**config.mk**
```make
export PLATFORM = sky130hd
export DESIGN_NAME = fuel_gauge_status_word
export DESIGN_NICKNAME = d
export VERILOG_FILES = /design/src/verilog/fuel_gauge_pkg.sv /design/src/verilog/smbus_line_sampler.sv /design/src/verilog/fuel_gauge_status_word.sv
export SDC_FILE = /design/constraint.sdc
export NUM_CORES = 1
export LEC_CHECK = 0
export BUFFER_PORTS_ARGS = -buffer_cell sky130_fd_sc_hd__buf_4
export CAP_MARGIN = 20
export CORE_MARGIN = 2
export CORE_UTILIZATION = 40
export DETAILED_ROUTE_END_ITERATION = 7
export PLACE_DENSITY_LB_ADDON = 0.15
export SETUP_SLACK_MARGIN = 0.1
export SYNTH_ARGS = -nofsm -noshare
export SYNTH_HDL_FRONTEND = slang
export SYNTH_SLANG_ARGS = --single-unit
```
**constraint.sdc**
```tcl
create_clock -name clk_sys -period 1.89 [get_ports clk_sys]
set_clock_uncertainty 0.15 [all_clocks]
set_input_delay 0.378 -clock clk_sys [delete_from_list [all_inputs] [get_ports clk_sys]]
set_output_delay 0.378 -clock clk_sys [all_outputs]
set_load 0.05 [all_outputs]
```
**src/verilog/fuel_gauge_pkg.sv**
```systemverilog
package fuel_gauge_pkg;

  // ==========================================================================
  // Link addressing and command codes
  // ==========================================================================
  localparam logic [6:0]  SLAVE_ADDRESS               = 7'h47;
  localparam logic [7:0]  STATUS_READ_COMMAND         = 8'h01;
  localparam logic [7:0]  CONFIGURATION_WRITE_COMMAND = 8'h02;
  localparam logic [3:0]  BITS_PER_BYTE               = 4'h8;
  localparam logic [7:0]  UNKNOWN_READ_BYTE           = 8'hFF;

  // ==========================================================================
  // Status word layout
  // ==========================================================================
  localparam logic [15:0] STATUS_ONES     = 16'hFF01;
  localparam int          ST_DISCHARGE_OC = 7;
  localparam int          ST_CHARGE_OC    = 6;
  localparam int          ST_COMPARE      = 5;
  localparam int          ST_COUNTER_SEL  = 4;
  localparam int          ST_SHUTDOWN     = 3;
  localparam int          ST_DIRECTION    = 2;
  localparam int          ST_DIR_CHANGE   = 1;

  // ==========================================================================
  // Configuration word layout
  // ==========================================================================
  localparam int          CFG_SOFT_SHUTDOWN    = 9;
  localparam int          CFG_CLEAR_INTERRUPTS = 7;
  localparam int          CFG_COUNTER_SELECT   = 6;
  localparam logic [15:0] CFG_STORE_MASK       = 16'h067F;
  localparam logic [15:0] CFG_RESET            = 16'h0000;

  // ==========================================================================
  // Link states
  // ==========================================================================
  typedef enum logic [3:0] {
    LINK_IDLE      = 4'h0,
    LINK_ADDR      = 4'h1,
    LINK_ADDR_ACK  = 4'h2,
    LINK_CMD       = 4'h3,
    LINK_CMD_ACK   = 4'h4,
    LINK_WDATA     = 4'h5,
    LINK_WDATA_ACK = 4'h6,
    LINK_TX        = 4'h7,
    LINK_TX_ACK    = 4'h8,
    LINK_IGNORE    = 4'h9
  } link_state_e;

endpackage : fuel_gauge_pkg

```
**src/verilog/smbus_line_sampler.sv**
```systemverilog
`timescale 1ns/100ps
module smbus_line_sampler (
  // Clock and reset
  input  wire logic clk_sys,
  input  wire logic reset_n,
  // Bus lines
  input  wire logic scl,
  input  wire logic sda_in,
  // Decoded line events
  output logic      scl_rise,
  output logic      scl_fall,
  output logic      start_seen,
  output logic      stop_seen,
  output logic      sda_level
);

  // ==========================================================================
  // State: bit 0 is the clock line, bit 1 the data line
  // ==========================================================================
  typedef struct packed {
    logic [1:0] meta;
    logic [1:0] sync;
    logic [1:0] prev;
  } sampler_s;

  sampler_s q;
  sampler_s next_q;

  always_comb begin
    next_q      = q;
    next_q.meta = {sda_in, scl};
    next_q.sync = q.meta;
    next_q.prev = q.sync;
  end

  // Lines idle high, so reset to high to avoid false edges
  always_ff @(posedge clk_sys or negedge reset_n) begin
    if (!reset_n) begin
      q <= '{meta: 2'h3, sync: 2'h3, prev: 2'h3};
    end else begin
      q <= next_q;
    end
  end

  // ==========================================================================
  // Edge and condition decode
  // ==========================================================================
  assign scl_rise   = q.sync[0] & ~q.prev[0];
  assign scl_fall   = ~q.sync[0] & q.prev[0];
  assign start_seen = q.sync[0] & q.prev[0] & q.prev[1] & ~q.sync[1];
  assign stop_seen  = q.sync[0] & q.prev[0] & ~q.prev[1] & q.sync[1];
  assign sda_level  = q.sync[1];

endmodule : smbus_line_sampler

```
**src/verilog/fuel_gauge_status_word.sv**
```systemverilog
`timescale 1ns/100ps
// Contract
// - Read-Word of status command returns status word
// - Receive-Byte returns status low byte when status command latched, else FF
// - Command code latched until next command
// - Bits 15..8 and bit 0 read one
// - Bit 7 sets on discharge overcurrent
// - Bit 6 sets on charge overcurrent
// - Overcurrent flags clear: shutdown, reset, clear write
// - Bit 5 compare flag, same clears
// - Bit 4 mirrors counter select
// - Bit 3 shows soft shutdown
// - Bit 2 follows detected current direction
// - Bit 1 sets on direction reversal
// - Config bit 7 write clears four flags
// - Config bit 9 enables soft shutdown
// - Config bit 6 selects charge counter
// - Only fixed slave address, never master
module fuel_gauge_status_word (
  // Clock and reset
  input  wire logic        clk_sys,
  input  wire logic        reset_n,
  // Bus pins
  input  wire logic        scl,
  input  wire logic        sda_in,
  output logic             sda_out,
  output logic             sda_oe_n,
  // Events from the measurement logic
  input  wire logic        discharge_overcurrent_event,
  input  wire logic        charge_overcurrent_event,
  input  wire logic        compare_interrupt,
  input  wire logic        charge_current_detected,
  input  wire logic        discharge_current_detected,
  // Configuration outputs
  output logic [15:0]      configuration_word,
  output logic             soft_shutdown_enable,
  output logic             counter_select,
  output logic             clear_interrupts,
  // Status view
  output logic [15:0]      device_status_word
);

  // ==========================================================================
  // State
  // ==========================================================================
  typedef struct packed {
    fuel_gauge_pkg::link_state_e st;
    logic [7:0]                  shreg;
    logic [3:0]                  bitcnt;
    logic                        rw;
    logic                        byte_idx;
    logic [7:0]                  cmd_latch;
    logic [7:0]                  wlow;
    logic [15:0]                 config_word;
    logic                        sda_drive;
    logic                        clear_interrupts;
    logic                        discharge_overcurrent_flag;
    logic                        charge_overcurrent_flag;
    logic                        compare_match_flag;
    logic                        current_direction_indicator;
    logic                        direction_change_flag;
  } gauge_s;

  gauge_s q;
  gauge_s next_q;

  logic scl_rise;
  logic scl_fall;
  logic start_seen;
  logic stop_seen;
  logic sda_level;
  logic rx_state;
  logic rx_done;
  logic shutdown;
  logic flag_clear;
  logic dir_reverse;
  logic [15:0] status_now;

  smbus_line_sampler u_sampler (
    .clk_sys    (clk_sys),
    .reset_n    (reset_n),
    .scl        (scl),
    .sda_in     (sda_in),
    .scl_rise   (scl_rise),
    .scl_fall   (scl_fall),
    .start_seen (start_seen),
    .stop_seen  (stop_seen),
    .sda_level  (sda_level)
  );

  // ==========================================================================
  // Byte sent for the latched command
  // ==========================================================================
  function automatic logic [7:0] read_byte(input logic [7:0]  cmd,
                                           input logic        high,
                                           input logic [15:0] status);
    if (cmd == fuel_gauge_pkg::STATUS_READ_COMMAND) begin
      read_byte = high ? status[15:8] : status[7:0];
    end else begin
      read_byte = fuel_gauge_pkg::UNKNOWN_READ_BYTE;
    end
  endfunction : read_byte

  // ==========================================================================
  // Status word assembly
  // ==========================================================================
  always_comb begin
    status_now = fuel_gauge_pkg::STATUS_ONES;
    status_now[fuel_gauge_pkg::ST_DISCHARGE_OC] = q.discharge_overcurrent_flag;
    status_now[fuel_gauge_pkg::ST_CHARGE_OC]    = q.charge_overcurrent_flag;
    status_now[fuel_gauge_pkg::ST_COMPARE]      = q.compare_match_flag;
    status_now[fuel_gauge_pkg::ST_COUNTER_SEL]  =
      q.config_word[fuel_gauge_pkg::CFG_COUNTER_SELECT];
    status_now[fuel_gauge_pkg::ST_SHUTDOWN]     =
      q.config_word[fuel_gauge_pkg::CFG_SOFT_SHUTDOWN];
    status_now[fuel_gauge_pkg::ST_DIRECTION]    = q.current_direction_indicator;
    status_now[fuel_gauge_pkg::ST_DIR_CHANGE]   = q.direction_change_flag;
  end

  assign rx_state = (q.st == fuel_gauge_pkg::LINK_ADDR) ||
                    (q.st == fuel_gauge_pkg::LINK_CMD) ||
                    (q.st == fuel_gauge_pkg::LINK_WDATA);
  assign rx_done    = rx_state && scl_fall && (q.bitcnt == fuel_gauge_pkg::BITS_PER_BYTE);
  assign shutdown   = q.config_word[fuel_gauge_pkg::CFG_SOFT_SHUTDOWN];
  assign flag_clear = q.clear_interrupts;
  assign dir_reverse = (charge_current_detected && !discharge_current_detected &&
                        !q.current_direction_indicator) ||
                       (discharge_current_detected && !charge_current_detected &&
                        q.current_direction_indicator);

  // ==========================================================================
  // Next state
  // ==========================================================================
  always_comb begin
    next_q                  = q;
    next_q.clear_interrupts = 1'b0;

    // Serial link engine, slave only
    if (stop_seen) begin
      next_q.st        = fuel_gauge_pkg::LINK_IDLE;
      next_q.sda_drive = 1'b0;
    end else if (start_seen) begin
      next_q.st        = fuel_gauge_pkg::LINK_ADDR;
      next_q.bitcnt    = 4'h0;
      next_q.byte_idx  = 1'b0;
      next_q.sda_drive = 1'b0;
    end else begin
      if (rx_state && scl_rise && q.bitcnt != fuel_gauge_pkg::BITS_PER_BYTE) begin
        next_q.shreg  = {q.shreg[6:0], sda_level};
        next_q.bitcnt = 4'(q.bitcnt + 4'h1);
      end
      case (q.st)
        fuel_gauge_pkg::LINK_ADDR: begin
          if (rx_done) begin
            next_q.bitcnt = 4'h0;
            if (q.shreg[7:1] == fuel_gauge_pkg::SLAVE_ADDRESS) begin
              next_q.rw        = q.shreg[0];
              next_q.sda_drive = 1'b1;
              next_q.st        = fuel_gauge_pkg::LINK_ADDR_ACK;
            end else begin
              next_q.st = fuel_gauge_pkg::LINK_IGNORE;
            end
          end
        end
        fuel_gauge_pkg::LINK_ADDR_ACK: begin
          if (scl_fall) begin
            if (q.rw) begin
              // Reuses the latched command: Receive-Byte path
              next_q.shreg     = read_byte(q.cmd_latch, 1'b0, status_now);
              next_q.sda_drive = ~next_q.shreg[7];
              next_q.st        = fuel_gauge_pkg::LINK_TX;
            end else begin
              next_q.sda_drive = 1'b0;
              next_q.st        = fuel_gauge_pkg::LINK_CMD;
            end
          end
        end
        fuel_gauge_pkg::LINK_CMD: begin
          if (rx_done) begin
            next_q.bitcnt    = 4'h0;
            next_q.cmd_latch = q.shreg;
            next_q.sda_drive = 1'b1;
            next_q.st        = fuel_gauge_pkg::LINK_CMD_ACK;
          end
        end
        fuel_gauge_pkg::LINK_CMD_ACK: begin
          if (scl_fall) begin
            next_q.sda_drive = 1'b0;
            next_q.byte_idx  = 1'b0;
            next_q.st        = fuel_gauge_pkg::LINK_WDATA;
          end
        end
        fuel_gauge_pkg::LINK_WDATA: begin
          if (rx_done) begin
            next_q.bitcnt    = 4'h0;
            next_q.sda_drive = 1'b1;
            next_q.st        = fuel_gauge_pkg::LINK_WDATA_ACK;
            if (!q.byte_idx) begin
              next_q.wlow = q.shreg;
            end else if (q.cmd_latch == fuel_gauge_pkg::CONFIGURATION_WRITE_COMMAND) begin
              next_q.config_word = {q.shreg, q.wlow} & fuel_gauge_pkg::CFG_STORE_MASK;
              next_q.clear_interrupts = q.wlow[fuel_gauge_pkg::CFG_CLEAR_INTERRUPTS];
            end
          end
        end
        fuel_gauge_pkg::LINK_WDATA_ACK: begin
          if (scl_fall) begin
            next_q.sda_drive = 1'b0;
            next_q.byte_idx  = 1'b1;
            next_q.st        = q.byte_idx ? fuel_gauge_pkg::LINK_IGNORE
                                          : fuel_gauge_pkg::LINK_WDATA;
          end
        end
        fuel_gauge_pkg::LINK_TX: begin
          if (scl_rise) begin
            next_q.bitcnt = 4'(q.bitcnt + 4'h1);
          end else if (scl_fall) begin
            if (q.bitcnt == fuel_gauge_pkg::BITS_PER_BYTE) begin
              next_q.bitcnt    = 4'h0;
              next_q.sda_drive = 1'b0;
              next_q.st        = fuel_gauge_pkg::LINK_TX_ACK;
            end else begin
              next_q.shreg     = {q.shreg[6:0], 1'b1};
              next_q.sda_drive = ~q.shreg[6];
            end
          end
        end
        fuel_gauge_pkg::LINK_TX_ACK: begin
          if (scl_rise && sda_level) begin
            next_q.st = fuel_gauge_pkg::LINK_IGNORE;
          end else if (scl_fall) begin
            next_q.byte_idx  = ~q.byte_idx;
            next_q.shreg     = read_byte(q.cmd_latch, ~q.byte_idx, status_now);
            next_q.sda_drive = ~next_q.shreg[7];
            next_q.st        = fuel_gauge_pkg::LINK_TX;
          end
        end
        default: begin
          next_q.sda_drive = 1'b0;
        end
      endcase
    end

    // Status flags; reads never touch them
    if (shutdown) begin
      next_q.discharge_overcurrent_flag = 1'b0;
      next_q.charge_overcurrent_flag    = 1'b0;
      next_q.compare_match_flag         = 1'b0;
      next_q.direction_change_flag      = 1'b0;
    end else begin
      next_q.discharge_overcurrent_flag = discharge_overcurrent_event |
        (q.discharge_overcurrent_flag & ~flag_clear);
      next_q.charge_overcurrent_flag    = charge_overcurrent_event |
        (q.charge_overcurrent_flag & ~flag_clear);
      next_q.compare_match_flag         = compare_interrupt |
        (q.compare_match_flag & ~flag_clear);
      next_q.direction_change_flag      = dir_reverse |
        (q.direction_change_flag & ~flag_clear);
    end
    if (charge_current_detected && !discharge_current_detected) begin
      next_q.current_direction_indicator = 1'b1;
    end else if (discharge_current_detected && !charge_current_detected) begin
      next_q.current_direction_indicator = 1'b0;
    end
  end

  // ==========================================================================
  // Registers
  // ==========================================================================
  always_ff @(posedge clk_sys or negedge reset_n) begin
    if (!reset_n) begin
      q.st                          <= fuel_gauge_pkg::LINK_IDLE;
      q.shreg                       <= 8'h00;
      q.bitcnt                      <= 4'h0;
      q.rw                          <= 1'b0;
      q.byte_idx                    <= 1'b0;
      q.cmd_latch                   <= 8'h00;
      q.wlow                        <= 8'h00;
      q.config_word                 <= fuel_gauge_pkg::CFG_RESET;
      q.sda_drive                   <= 1'b0;
      q.clear_interrupts            <= 1'b0;
      q.discharge_overcurrent_flag  <= 1'b0;
      q.charge_overcurrent_flag     <= 1'b0;
      q.compare_match_flag          <= 1'b0;
      q.current_direction_indicator <= 1'b0;
      q.direction_change_flag       <= 1'b0;
    end else begin
      q <= next_q;
    end
  end

  // ==========================================================================
  // Outputs
  // ==========================================================================
  assign sda_out              = 1'b0;
  assign sda_oe_n             = ~q.sda_drive;
  assign configuration_word   = q.config_word;
  assign soft_shutdown_enable = q.config_word[fuel_gauge_pkg::CFG_SOFT_SHUTDOWN];
  assign counter_select       = q.config_word[fuel_gauge_pkg::CFG_COUNTER_SELECT];
  assign clear_interrupts     = q.clear_interrupts;
  assign device_status_word   = status_now;

endmodule : fuel_gauge_status_word

```
==> key figures <==
Floorplan
  • Die Y: 96.8 um
  • # rows: 33
  • Chip Width: 96.8 um
  • # IOs: 46
  • Die Area: 0.00938 sq mm
  • Core area: 0.00830 sq mm
  • Starting Density: 0.415

STA
  • Max-slew violation count: 0
  • Period minus WS final: 2090 ps
  • Setup-failing EPs final: 31
  • Worst setup margin: -202 ps
  • RSZ-0062 raised after global routing: true
  • Period utilization: 1.11
  • Fmax: 478 MHz
  • Count of final hold-check violations: 0

Layout
  • Antenna cells: 0
  • # fillers: 691
  • Area growth syn-to-layout: 39.5%
  • Post-route cell area: 0.00481 sq mm
  • Most common cell after layout, fill and taps aside: buf_4
  • Most frequent cells in the layout: 100 x buf_4, 48 x dfrtp_1, 24 x nand2_1
  • Post-layout net count: 451
  • Share of post-route cells with drive strength above 1: 0.522

Min path
  • Min-Delay Path Class: in2reg

Placement
  • Detailed placement HPWL: 6210 um
  • Port Buffers: 28
  • Setup WS pre-CTS: -202 ps
  • Final GP Congestion: 0.884
  • Placed Instance Area: 0.00413 sq mm

Power and ir drop
  • Worst VDD drop: 643 uV
  • Power density cells: 1010 mW/mm^2
  • Switch share: 0.380
  • Cell internal pwr: 0.00303 W
  • Flop pwr share: 0.313
  • Logic pwr share: 0.518
  • Clk pwr share: 0.169
  • Total power draw: 0.00488 W
  • Sw power: 0.00185 W
  • P_leak: 2.24 nW

Outcome
  • Failing checks: negative setup slack
  • Status: finished with violations

Global route
  • Pin count of the biggest net entering global routing: 35
  • Busiest layer in global routing: met2
  • Gr usage total: 0.189
  • GR Overflow Total: 0
  • First-pass GRT wire length: 14,600 um
  • GR Layer Usage met2: 0.311
  • Met3 track utilization from global routing: 0.0238
  • Initial antenna violation count: 0
  • Vias in the first global route: 2,868
  • Met1 GRT Util: 0.269

Yosys
  • Mapped Area: 0.00345 sq mm
  • Synth top area cells: dfrtp_1 36%, buf_4 7.8%, mux2_2 7.2%
  • Unique masters post-synth: 68
  • Largest area contributor in the netlist: dfrtp_1
  • Main synth FF type: dfrtp_1
  • Sequential fraction of the synthesis area: 0.409
  • Yosys reg bits: 56
  • Synth top area share: 0.363
  • Syn_area_per_cell: 10.1 sq um
  • Gate Count Post-Synth: 340
  • Ys async rst share: 1.00
  • YS warnings: 0
  • Post-synth EDFFs: 0

Clock tree
  • CTS tree: built
  • H-tree lvl count: 2
  • Clock Latency Late Sink: 310 ps
  • Clk buf depth: 2
  • Root buf cell: clkbuf_8
  • CTS sink cnt: 56
  • Clk pin slew, worst setup/hold paths: 110 ps
  • Total CTS buffers: 5

Worst setup path
  • Worst setup path class: reg2reg
  • Critical Path RT: 1940 ps
  • R2R Setup Slk: -200 ps
  • Startpoint types: flop
  • CP arrival: 2140 ps
  • Critical path endpoint category: flop
  • Crit path max fanout: 5

Route
  • DRC: 0
  • Starting DRT DRC Count: 195
  • Antenna-violating nets left: 0
  • Routed via count: 2,896
  • Final WL: 8960 um
  • Drt wl/cell: 16.5 um
  • Via-to-Cell Ratio: 5.32
  • Drt pass-1 iters: 4

Job
  • Max-cap violations: 0
==> worst max-delay path: stages (launching register included) <==
cell and delay [ps]:
dfrtp_2 470, buf_6 140, buf_4 120, nor4b_2 160, buf_4 150, o41ai_4 280
buf_4 190, mux2_2 320
==> final timing paths <==
check | startpoint | end | depth (start not counted)
min in group asynchronous | reset_n | device_status_word[5] | 2
setup reg to reg | q[56] | q[56] | 7
max in group asynchronous | reset_n | q[31] | 3
setup / recovery | q[56] | q[56] | 7
hold reg to reg | u_sampler.next_q[2] | u_sampler.next_q[0] | 0
hold / removal | charge_overcurrent_event | device_status_word[6] | 3
==> power groups by stage <==
stage                     Sequential [W]  Combinational [W]  Clock, W
after detailed placement         0.00157            0.00194         0
after global placement           0.00156            0.00192         0
after global routing             0.00155            0.00271  0.000894
after CTS                        0.00153            0.00226  0.000853
after floorplan                  0.00154            0.00118         0
final                            0.00152            0.00253  0.000826
==> through the flow <==
step / setup TNS, ps / instances / hold slack, ps / utilization
2_1_floorplan: -716 / 355 / -67.6 / -
4_1_cts: -1740 / 532 / 4.41 / 0.552
5_1_grt: -6070 / 544 / 141 / 0.580
3_5_place_dp: -3110 / 507 / 151 / 0.498
3_3_place_gp: -2740 / 507 / 147 / 0.498
6_report: -3610 / 544 / 125 / 0.580
==> logic make-up (layout without fill, tap and decap cells) <==
kind of cell | after synthesis | count (layout) | share of synthesized area
compound gates | 77 | 77 | 0.160
xor+xnor | 3 | 3 | 0.00762
mux | 33 | 33 | 0.115
simple gates | 104 | 104 | 0.179
fa+ha+maj | 4 | 4 | 0.0145
flops | 56 | 56 | 0.409
other cells | 2 | 17 | 0.00218
buf+inv | 61 | 145 | 0.112
==> flip-flops by register name, summed over array words and instances, names as in the netlist <==
name                 flops
clear_interrupts         1
configuration_word       9
device_status_word       5
q                       35
u_sampler.next_q         3
u_sampler.q              2
u_sampler.sda_level      1
==> Yosys cell counts, types with 3 or more instances <==
cell type	instances
a211oi_1	4
a21o_1	4
a21oi_1	17
a31oi_1	4
and3_1	3
buf_2	6
buf_4	36
clkbuf_1	5
dfrtp_1	50
dfstp_2	6
ha_1	4
inv_1	10
mux2_2	22
mux2_4	8
mux2i_1	3
nand2_1	26
nand2b_1	3
nand3_1	10
nor2_1	17
nor2b_1	6
nor3_1	11
o211ai_1	3
o21a_1	4
o21ai_0	15
o311ai_0	3
or3_1	4
==> cell type report <==
class	instances	area [sq um]	share of cell area
well taps	105	131	0.0273
clock inverters	3	46.3	0.00963
inverters	10	37.5	0.00780
multi-input cells	238	2030	0.422
clock buffers	5	68.8	0.0143
flip-flops and latches	56	1410	0.293
repair buffers	127	1090	0.226
==> routing by layer <==
| layer | up-vias | routed length [um] |
|---|---|---|
| met1 | 1435 | 4130 |
| met2 | 78 | 4330 |
| met3 | 6 | 384 |
| met5 | - | 0 |
| li1 | 1377 | - |
| met4 | 0 | 106 |
==> what timing repair did <==
| action | 4_1_cts | 5_1_grt |
|---|---|---|
| hold endpoints to repair | 16 | 2 |
| hold buffers | 1 | 2 |
| setup endpoints to repair | 42 | 45 |
| pin swaps | 21 | 27 |
| resized for setup | 51 | 34 |
| gates cloned | 0 | 0 |
| buffers inserted | 16 | 11 |
No activity file was read; power rests on OpenSTA's default activity.
